[config.mk]
export PLATFORM = sky130hd
export DESIGN_NAME = fprm_fault_mgr
export DESIGN_NICKNAME = d
export VERILOG_FILES = /design/src/hdl/fprm_pkg.sv /design/src/hdl/fprm_fault_mgr.sv
export VERILOG_INCLUDE_DIRS = /design/src /design/src/hdl
export SDC_FILE = /design/constraint.sdc
export NUM_CORES = 1
export LEC_CHECK = 0
export ABC_CLOCK_PERIOD_IN_PS = 1850
export BUFFER_PORTS_ARGS = -buffer_cell sky130_fd_sc_hd__buf_2
export CAP_MARGIN = 10
export CORE_AREA = 2 2 139 141
export CTS_CLUSTER_SIZE = 10
export DETAILED_ROUTE_END_ITERATION = 8
export DIE_AREA = 0 0 141 143
export PLACE_DENSITY = 0.76
export SYNTH_ARGS = -nofsm -noshare
export SYNTH_HDL_FRONTEND = slang
export SYNTH_SLANG_ARGS = --single-unit
[constraint.sdc]
create_clock -name clk -period 1.85 [get_ports clk]
set_input_delay 0.37 -clock clk [delete_from_list [all_inputs] [get_ports clk]]
set_output_delay 0.37 -clock clk [all_outputs]
set_load 0.1 [all_outputs]
[src/hdl/fprm_map.svh]
`ifndef FPRM_MAP_SVH
`define FPRM_MAP_SVH

// Clock rates
`define FPRM_CLK_HZ        40000000
`define FPRM_REF_HZ        800000

// Fault mask windows, in reference-clock cycles (shortest accepted figure)
`define FPRM_VD_MASK_REF   12
`define FPRM_OT_MASK_REF   12
`define FPRM_OC_MASK_REF   4

// Times
`define FPRM_PULSE_MS      40
`define FPRM_PORRST_MS     320
`define FPRM_SEQ_GAP_US    1000

// Register byte addresses
`define FPRM_ADDR_CTRL     8'h00
`define FPRM_ADDR_STATUS   8'h04
`define FPRM_ADDR_INTSTAT  8'h08
`define FPRM_ADDR_INTMASK  8'h0c
`define FPRM_ADDR_LATCH    8'h10

// Field positions and reset values
`define FPRM_CTRL_MASK_BIT 0
`define FPRM_CTRL_RESET    1'h1
`define FPRM_EVT_WIDTH     6

`endif

[src/hdl/fprm_pkg.sv]
package fprm_pkg;

   typedef enum logic [1:0] {
      PS_SETTLE = 2'h0,
      PS_FIRST  = 2'h1,
      PS_SECOND = 2'h3,
      PS_RUN    = 2'h2
   } fprm_pwr_state_t;

   typedef struct packed {
      logic       pwrDone;
      logic       overTemp;
      logic       overCur;
      logic [2:0] voltDrop;
   } fprm_evt_t;

endpackage : fprm_pkg
[src/hdl/fprm_fault_mgr.sv]
// Local design decisions: the Avalon-MM slave port and the address map.
`timescale 1ns/1ps
`include "fprm_map.svh"

module fprm_fault_mgr
   import fprm_pkg::*;
#(
   parameter int       PULSE_CYC   = `FPRM_PULSE_MS * (`FPRM_CLK_HZ / 1000),
   parameter int       PORRST_CYC  = `FPRM_PORRST_MS * (`FPRM_CLK_HZ / 1000),
   parameter int       SEQ_GAP_CYC = `FPRM_SEQ_GAP_US * (`FPRM_CLK_HZ / 1000000),
   parameter bit       MASK0_PULSE = 1'b0
)(
   // Clock and reset
   input  wire logic        clk,
   input  wire logic        rst_n,
   // Avalon-MM slave
   input  wire logic [7:0]  avs_address,
   input  wire logic        avs_read,
   input  wire logic        avs_write,
   input  wire logic [31:0] avs_writedata,
   output logic      [31:0] avs_readdata,
   output logic             avs_waitrequest,
   // Fault detector and control pins
   input  wire logic [2:0]  voltageDropFault,
   input  wire logic        overcurrentFault,
   input  wire logic        overtempFault,
   input  wire logic        sleepIn,
   input  wire logic [1:0]  convSelect,
   // Block enables and motor data
   output logic      [2:0]  convEnable,
   output logic             motorEnable,
   output logic      [15:0] motorLatch,
   // Open-drain reset toward the host system
   output logic             systemResetOut_o,
   output logic             systemResetOut_oe,
   // Interrupt
   output logic             irq
);

   localparam int VD_CYC = (`FPRM_VD_MASK_REF * `FPRM_CLK_HZ + `FPRM_REF_HZ - 1) / `FPRM_REF_HZ;
   localparam int OT_CYC = (`FPRM_OT_MASK_REF * `FPRM_CLK_HZ + `FPRM_REF_HZ - 1) / `FPRM_REF_HZ;
   localparam int OC_CYC = (`FPRM_OC_MASK_REF * `FPRM_CLK_HZ + `FPRM_REF_HZ - 1) / `FPRM_REF_HZ;
   localparam int PW     = $clog2(PULSE_CYC + 1);
   localparam int RW     = $clog2(PORRST_CYC + 1);
   localparam int SW     = $clog2(SEQ_GAP_CYC + 1);

   if (PULSE_CYC < 1 || PORRST_CYC < 1 || SEQ_GAP_CYC < 1 || PORRST_CYC >= 2**30) begin : g_chk
      $error("fprm_fault_mgr: timing parameters out of range");
   end

   logic [7:0]      syn1_r, syn2_r, syn3_r, lvl_r;
   logic            sleepPrev_r, sleepRise, sleepFall;
   logic [9:0]      fltCnt_r [5];
   logic [9:0]      fltLim [5];
   logic [4:0]      fltHit;
   fprm_evt_t       evt, intStat_r, intMask_r;
   logic [2:0]      convStop_r, convNeedFall_r, convStarted_r, convSelMask_r;
   logic            motorStop_r, motorNeedFall_r, otLatch_r;
   logic [15:0]     motorLatch_r;
   fprm_pwr_state_t psState_r;
   logic [2:0]      settle_r;
   logic [SW-1:0]   seqCnt_r;
   logic [RW-1:0]   porCnt_r;
   logic            porDone, porHit;
   logic [PW-1:0]   pulseCnt_r;
   logic            ctrlMask_r, rstLow, rstOe_r;
   logic            ack_r, wrEn;
   logic [31:0]     rdData_r;

   function automatic logic [9:0] filtStep(input logic [9:0] cnt, input logic lvl,
                                           input logic [9:0] lim);
      if (!lvl)
         return 10'h000;
      else if (cnt < lim)
         return cnt + 10'h001;
      else
         return cnt;
   endfunction : filtStep

   // Pin synchroniser; a level changes only once stages two and three agree
   always_ff @(posedge clk or negedge rst_n) begin
      if (!rst_n) begin
         syn1_r <= 8'h00;
         syn2_r <= 8'h00;
         syn3_r <= 8'h00;
         lvl_r  <= 8'h00;
      end else begin
         syn1_r <= {convSelect, sleepIn, overtempFault, overcurrentFault, voltageDropFault};
         syn2_r <= syn1_r;
         syn3_r <= syn2_r;
         lvl_r  <= (syn2_r & syn3_r) | (lvl_r & (syn2_r ^ syn3_r));
      end
   end

   always_ff @(posedge clk or negedge rst_n) begin
      if (!rst_n)
         sleepPrev_r <= 1'b0;
      else
         sleepPrev_r <= lvl_r[5];
   end

   assign sleepRise = lvl_r[5] & ~sleepPrev_r;
   assign sleepFall = ~lvl_r[5] & sleepPrev_r;

   // Deglitch windows; fault index 0..2 voltage drop A..C, 3 overcurrent, 4 overtemp
   assign fltLim[0] = 10'(VD_CYC);
   assign fltLim[1] = 10'(VD_CYC);
   assign fltLim[2] = 10'(VD_CYC);
   assign fltLim[3] = 10'(OC_CYC);
   assign fltLim[4] = 10'(OT_CYC);

   always_ff @(posedge clk or negedge rst_n) begin
      if (!rst_n) begin
         for (int i = 0; i < 5; i++)
            fltCnt_r[i] <= 10'h000;
      end else begin
         for (int i = 0; i < 5; i++)
            fltCnt_r[i] <= filtStep(fltCnt_r[i], lvl_r[i], fltLim[i]);
      end
   end

   // One-shot on acceptance; the counter parks at its limit while the fault stays
   always_comb begin
      for (int i = 0; i < 5; i++)
         fltHit[i] = lvl_r[i] && (fltCnt_r[i] == fltLim[i] - 10'h001);
   end
   // Per-converter stop and restart tracking
   always_ff @(posedge clk or negedge rst_n) begin
      if (!rst_n) begin
         convStop_r     <= 3'h0;
         convNeedFall_r <= 3'h0;
      end else begin
         for (int i = 0; i < 3; i++) begin
            if (fltHit[i]) begin
               convStop_r[i]     <= 1'b1;
               convNeedFall_r[i] <= lvl_r[5];
            end else if (convStop_r[i]) begin
               if (sleepFall)
                  convNeedFall_r[i] <= 1'b0;
               else if (sleepRise && !convNeedFall_r[i])
                  convStop_r[i] <= 1'b0;
            end
         end
      end
   end

   // Motor stop always needs a fresh fall then rise of sleep
   always_ff @(posedge clk or negedge rst_n) begin
      if (!rst_n) begin
         motorStop_r     <= 1'b0;
         motorNeedFall_r <= 1'b0;
      end else if (fltHit[3]) begin
         motorStop_r     <= 1'b1;
         motorNeedFall_r <= 1'b1;
      end else if (motorStop_r && sleepFall) begin
         motorNeedFall_r <= 1'b0;
      end else if (motorStop_r && sleepRise && !motorNeedFall_r) begin
         motorStop_r <= 1'b0;
      end
   end
   // Only power-on reset clears the thermal latch
   always_ff @(posedge clk or negedge rst_n) begin
      if (!rst_n)
         otLatch_r <= 1'b0;
      else if (fltHit[4])
         otLatch_r <= 1'b1;
   end
   always_ff @(posedge clk or negedge rst_n) begin
      if (!rst_n)
         motorLatch_r <= 16'h0000;
      else if (sleepRise || sleepFall || fltHit[3])
         motorLatch_r <= 16'h0000;
      else if (wrEn && avs_address == `FPRM_ADDR_LATCH)
         motorLatch_r <= avs_writedata[15:0];
   end

   // Power-up sequencing; select is taken once the synchroniser has settled
   always_ff @(posedge clk or negedge rst_n) begin
      if (!rst_n) begin
         psState_r     <= PS_SETTLE;
         settle_r      <= 3'h0;
         seqCnt_r      <= '0;
         convSelMask_r <= 3'h0;
         convStarted_r <= 3'h0;
      end else begin
         case (psState_r)
            PS_SETTLE: begin
               settle_r <= settle_r + 3'h1;
               if (settle_r == 3'h4) begin
                  case (lvl_r[7:6])
                     2'h0:    convSelMask_r <= 3'h0;
                     2'h1:    convSelMask_r <= 3'h3;
                     default: convSelMask_r <= 3'h6;
                  endcase
                  psState_r <= (lvl_r[7:6] == 2'h0) ? PS_RUN : PS_FIRST;
               end
            end
            PS_FIRST: begin
               convStarted_r <= 3'h2;
               seqCnt_r      <= seqCnt_r + SW'(1);
               if (seqCnt_r == SW'(SEQ_GAP_CYC - 1))
                  psState_r <= PS_SECOND;
            end
            PS_SECOND: begin
               convStarted_r <= convSelMask_r;
               psState_r     <= PS_RUN;
            end
            PS_RUN:  convStarted_r <= convSelMask_r;
            default: psState_r <= PS_SETTLE;
         endcase
      end
   end

   // Power-on reset hold time counter
   always_ff @(posedge clk or negedge rst_n) begin
      if (!rst_n)
         porCnt_r <= '0;
      else if (!porDone)
         porCnt_r <= porCnt_r + RW'(1);
   end
   assign porDone = (porCnt_r == RW'(PORRST_CYC));
   assign porHit  = (porCnt_r == RW'(PORRST_CYC - 1));
   // Motor-fault reset pulse; mask 0 pulses only if the option is set
   always_ff @(posedge clk or negedge rst_n) begin
      if (!rst_n)
         pulseCnt_r <= '0;
      else if (fltHit[3] && (ctrlMask_r || MASK0_PULSE))
         pulseCnt_r <= PW'(PULSE_CYC);
      else if (pulseCnt_r != '0)
         pulseCnt_r <= pulseCnt_r - PW'(1);
   end
   assign rstLow = otLatch_r || !porDone || (pulseCnt_r != '0);
   always_ff @(posedge clk or negedge rst_n) begin
      if (!rst_n)
         rstOe_r <= 1'b1;
      else
         rstOe_r <= rstLow;
   end
   assign systemResetOut_o  = 1'b0;
   assign systemResetOut_oe = rstOe_r;
   assign convEnable  = convStarted_r & ~convStop_r & {3{~otLatch_r}};
   assign motorEnable = lvl_r[5] & ~motorStop_r & ~otLatch_r;
   assign motorLatch  = motorLatch_r;
   // Sticky interrupt status, write one to clear; a new event beats the clear
   assign evt = '{pwrDone: porHit, overTemp: fltHit[4], overCur: fltHit[3],
                  voltDrop: fltHit[2:0]};
   always_ff @(posedge clk or negedge rst_n) begin
      if (!rst_n) begin
         intStat_r <= '0;
         intMask_r <= '0;
      end else begin
         if (wrEn && avs_address == `FPRM_ADDR_INTSTAT)
            intStat_r <= (intStat_r & ~avs_writedata[`FPRM_EVT_WIDTH-1:0]) | evt;
         else
            intStat_r <= intStat_r | evt;
         if (wrEn && avs_address == `FPRM_ADDR_INTMASK)
            intMask_r <= avs_writedata[`FPRM_EVT_WIDTH-1:0];
      end
   end
   assign irq = |(intStat_r & intMask_r);
   // Bus slave: one wait cycle, so data and writes land on the second edge
   assign avs_waitrequest = (avs_read || avs_write) && !ack_r;
   assign wrEn            = avs_write && ack_r;
   assign avs_readdata    = rdData_r;

   always_ff @(posedge clk or negedge rst_n) begin
      if (!rst_n) begin
         ack_r      <= 1'b0;
         rdData_r   <= 32'h0000_0000;
         ctrlMask_r <= `FPRM_CTRL_RESET;
      end else begin
         ack_r <= (avs_read || avs_write) && !ack_r;
         if (avs_read && !ack_r) begin
            case (avs_address)
               `FPRM_ADDR_CTRL:    rdData_r <= {31'h0, ctrlMask_r};
               `FPRM_ADDR_STATUS:  rdData_r <= {22'h0, convSelMask_r[0], convSelMask_r[2],
                                                lvl_r[5], porDone, rstLow, otLatch_r,
                                                motorEnable, convEnable};
               `FPRM_ADDR_INTSTAT: rdData_r <= {26'h0, intStat_r};
               `FPRM_ADDR_INTMASK: rdData_r <= {26'h0, intMask_r};
               `FPRM_ADDR_LATCH:   rdData_r <= {16'h0, motorLatch_r};
               default:            rdData_r <= 32'h0000_0000;
            endcase
         end
         if (wrEn && avs_address == `FPRM_ADDR_CTRL)
            ctrlMask_r <= avs_writedata[`FPRM_CTRL_MASK_BIT];
      end
   end
endmodule : fprm_fault_mgr

==> flow_summary.yaml <==
yosys:
  syn_area_per_cell_um2: 10.91
  synth_largest_area_cell: "dfrtp_1"
  synth.area.top_cells: "dfrtp_1 (54%), xnor2_1 (4.1%), xor2_1 (4.1%), nand2_1 (3.8%), ha_1 (2.8%)"
  netlist_area_um2: 9674
  yosysWarnings: 0
  synth_edf_count: 0
  ys_seq_elements: 211
  yosysSeqAreaShare_pct: 54.60
  synthFlopType: "dfrtp_1"
  async_flop_share_pct: 100.0
  synth_top_area_share_pct: 54.06
  synth_cells: 887
  synth_cell_types: 61
critical_path:
  worstPathMaxFanout: 7
  start_kind: "register"
  required_ps: 1480
  critPathBufInv: 1
  slowest_delay_ps: 500
  slowest_stage: "dfrtp_2"
  endpoint_kind: "primary output"
  cp.arrival_ps: 1570
  critPathTopFamily: "flip-flops"
  crit_chain: "nor3b_4 -> buf_12"
  worstSetupPathType: "reg -> out"
global_routing:
  antenna_found_initial: 0
  grt_max_degree: 46
  track_usage_pct: 20.41
  grt_pass1_wl_mm: 33.82
  gr-total-overflow: 0
  grt_pass1_vias: 7037
finish:
  nets: 1139
  final-seq-area_um2: 5284
  nFillCells: 1403
  n_antenna_cell: 0
  fin_area_um2: 12070
  multi_input_area_um2: 4365
  fin_util_pct: 64.94
  area_delta_synth_final_pct: 24.73
  final_common_cell: "dfrtp_1"
  drive_gt1_share_pct: 23.46
  most-common-layout-cells: "dfrtp_1 (208), nand2_1 (97), buf_4 (80)"
cts:
  h-tree-depth: 1
  clkLatencyLatePin_ps: 510
  cts_max_path_buffers: 3
  root_buffer: "clkbuf_16"
  cts_buffers: 25
  cts_tree: "built"
  cts_sinks: 211
  clk_pin_slew_ps: 50
power_and_ir_drop:
  ir_worst_vdd_uv: 686.8
  p_leak_uw: 0.005948
  power.density_nw_per_um2: 893.5
floorplan:
  dieHeight_um: 143
  coreArea_um2: 18580
  pin_count: 108
  die_area_um2: 20160
  start_util_pct: 52.07
  rows: 50
  fp.dieW_um: 141
place:
  place_ws_ps: -124.3
  placed_cell_area_um2: 11000
  port_buffers: 74
  detailed_place_hpwl_mm: 13.74
  gp_congestion: 0.8385
route:
  via_count: 7152
  vias_per_cell: 5.468
  routed_wl_mm: 20.64
  drcViolationCount: 0
  ant_nets: 0
  wl_per_cell_um: 15.78
  dr.pass1.iters: 5
  drt_iter0_markers: 360
min_path:
  hold_class: "in -> reg"
outcome:
  violations: "setup timing"
  status: "complete, but fails checks"
sta:
  fmax_mhz: 516.0
  setup_slack_ps: -87.83
  rsz0062_at_grt: "yes"
  finClkSkew_ps: 9.165
  timing.final.crit_share_pct: 104.7
  whs_ps: 86.35
  hold_viol: 0
  fin_tns_setup_ps: -375.8
  period_minus_slack_ps: 1938
  report.final.setup_viol: 16
  worstMarginPinSlew_ps: 521.7
  slew_headroom_pct: 65.46
  final_max_slew_viol_count: 0
run:
  max-cap-violations: 0
==> worst reg2reg max path, stage by stage, from the launching register on <==
cell and delay, ps:
dfrtp_1 370, or3_4 410, nor4_4 280, nand2b_4 210, buf_6 100, nor3b_4 50, buf_6 140, a22o_1 190
==> cell type report <==
| type | instances | share of cell area, % |
|---|---|---|
| well taps | 234 | 2.426 |
| flip-flops and latches | 211 | 43.79 |
| multi-input cells | 636 | 36.18 |
| inverters | 14 | 0.4355 |
| clock inverters | 2 | 0.1141 |
| repair buffers | 177 | 11.51 |
| clock buffers | 34 | 5.547 |
==> state kept, by name (all words and copies together), names as in the netlist, 2 cells and up <==
| register | count |
|---|---|
| fltCnt_r | 50 |
| porCnt_r | 24 |
| pulseCnt_r | 21 |
| avs_readdata | 16 |
| motorLatch | 16 |
| seqCnt_r | 16 |
| lvl_r | 8 |
| syn1_r | 8 |
| syn2_r | 8 |
| syn3_r | 8 |
| intMask_r | 6 |
| intStat_r | 6 |
| convNeedFall_r | 3 |
| convSelMask_r | 3 |
| convStarted_r | 3 |
| convStop_r | 3 |
| settle_r | 3 |
| psState_r | 2 |
==> logic make-up after synthesis <==
logic type               Yosys count  share of synthesized area [%]
AO/OA/AOI/OAI                    136                          9.946
XOR/XNOR                          90                          8.148
adder cells (fa/ha/maj)           22                          2.845
buffers and inverters             56                          2.923
flip-flops                       211                          54.60
multiplexers                      18                          2.018
other                              1                        0.03876
AND/OR/NAND/NOR                  353                          19.48
==> cell usage after synthesis (13+ instances only) <==
| library cell | count |
|---|---|
| o21ai_0 | 32 |
| a22o_1 | 19 |
| ha_1 | 22 |
| clkbuf_1 | 20 |
| a21o_1 | 15 |
| a21oi_1 | 13 |
| and3_1 | 14 |
| buf_4 | 18 |
| dfrtp_1 | 209 |
| xnor2_1 | 45 |
| nor2_1 | 46 |
| and2_1 | 40 |
| xor2_1 | 45 |
| inv_1 | 14 |
| nand3_1 | 50 |
| nand2_1 | 97 |
| nand4_1 | 22 |
| nor3_1 | 18 |
==> power breakdown <==
group          leakage (uW)  total (uW)  internal (uW)  switching, uW
registers           0.00280        5080           4850            224
clock network      0.000333        4220           2480           1740
logic               0.00281        1490            589            898
total               0.00595       10800           7920           2860
==> timing repair <==
item	CTS	global route
buffers inserted	8	4
endpoints found under the setup margin	23	44
pin swaps	9	14
hold endpoints to repair	48	0
gates resized for setup	18	23
hold buffers	9	0
cloned	1	2
==> metal layers <==
metal	track usage [%]	part of all wire, %	up-vias
met5	0	0	-
met4	6.579	2.5	0
met2	33.97	48	195
met1	27.88	45	3479
li1	-	-	3431
met3	2.985	4.7	47
==> through the flow <==
step                instances  power (uW)
finish                   1308       10780
detailed placement       1249        6517
global route             1308       11220
CTS                      1303       10860
floorplan                 903        6006
global placement         1249        6488
==> path summary, 6_finish.rpt <==
| kind | from | end | slack, ps | cells after the start |
|---|---|---|---|---|
| max | otLatch_r$_DFFE_PN0P_ | convEnable[0] | -90 | 2 |
| min | avs_writedata[12] | motorLatch[12]$_DFFE_PN0P_ | 90 | 2 |
| max reg2reg | fltCnt_r[13]$_DFFE_PN0P_ | motorLatch[13]$_DFFE_PN0P_ | -30 | 7 |
| min reg2reg | syn1_r[4]$_DFF_PN0_ | syn2_r[4]$_DFF_PN0_ | 350 | 0 |
| max in group asynchronous | rst_n | ctrlMask_r$_DFFE_PN1P_ | 860 | 3 |
| min in group asynchronous | rst_n | syn2_r[0]$_DFF_PN0_ | 360 | 2 |
No activity file was read; power rests on OpenSTA's default activity.
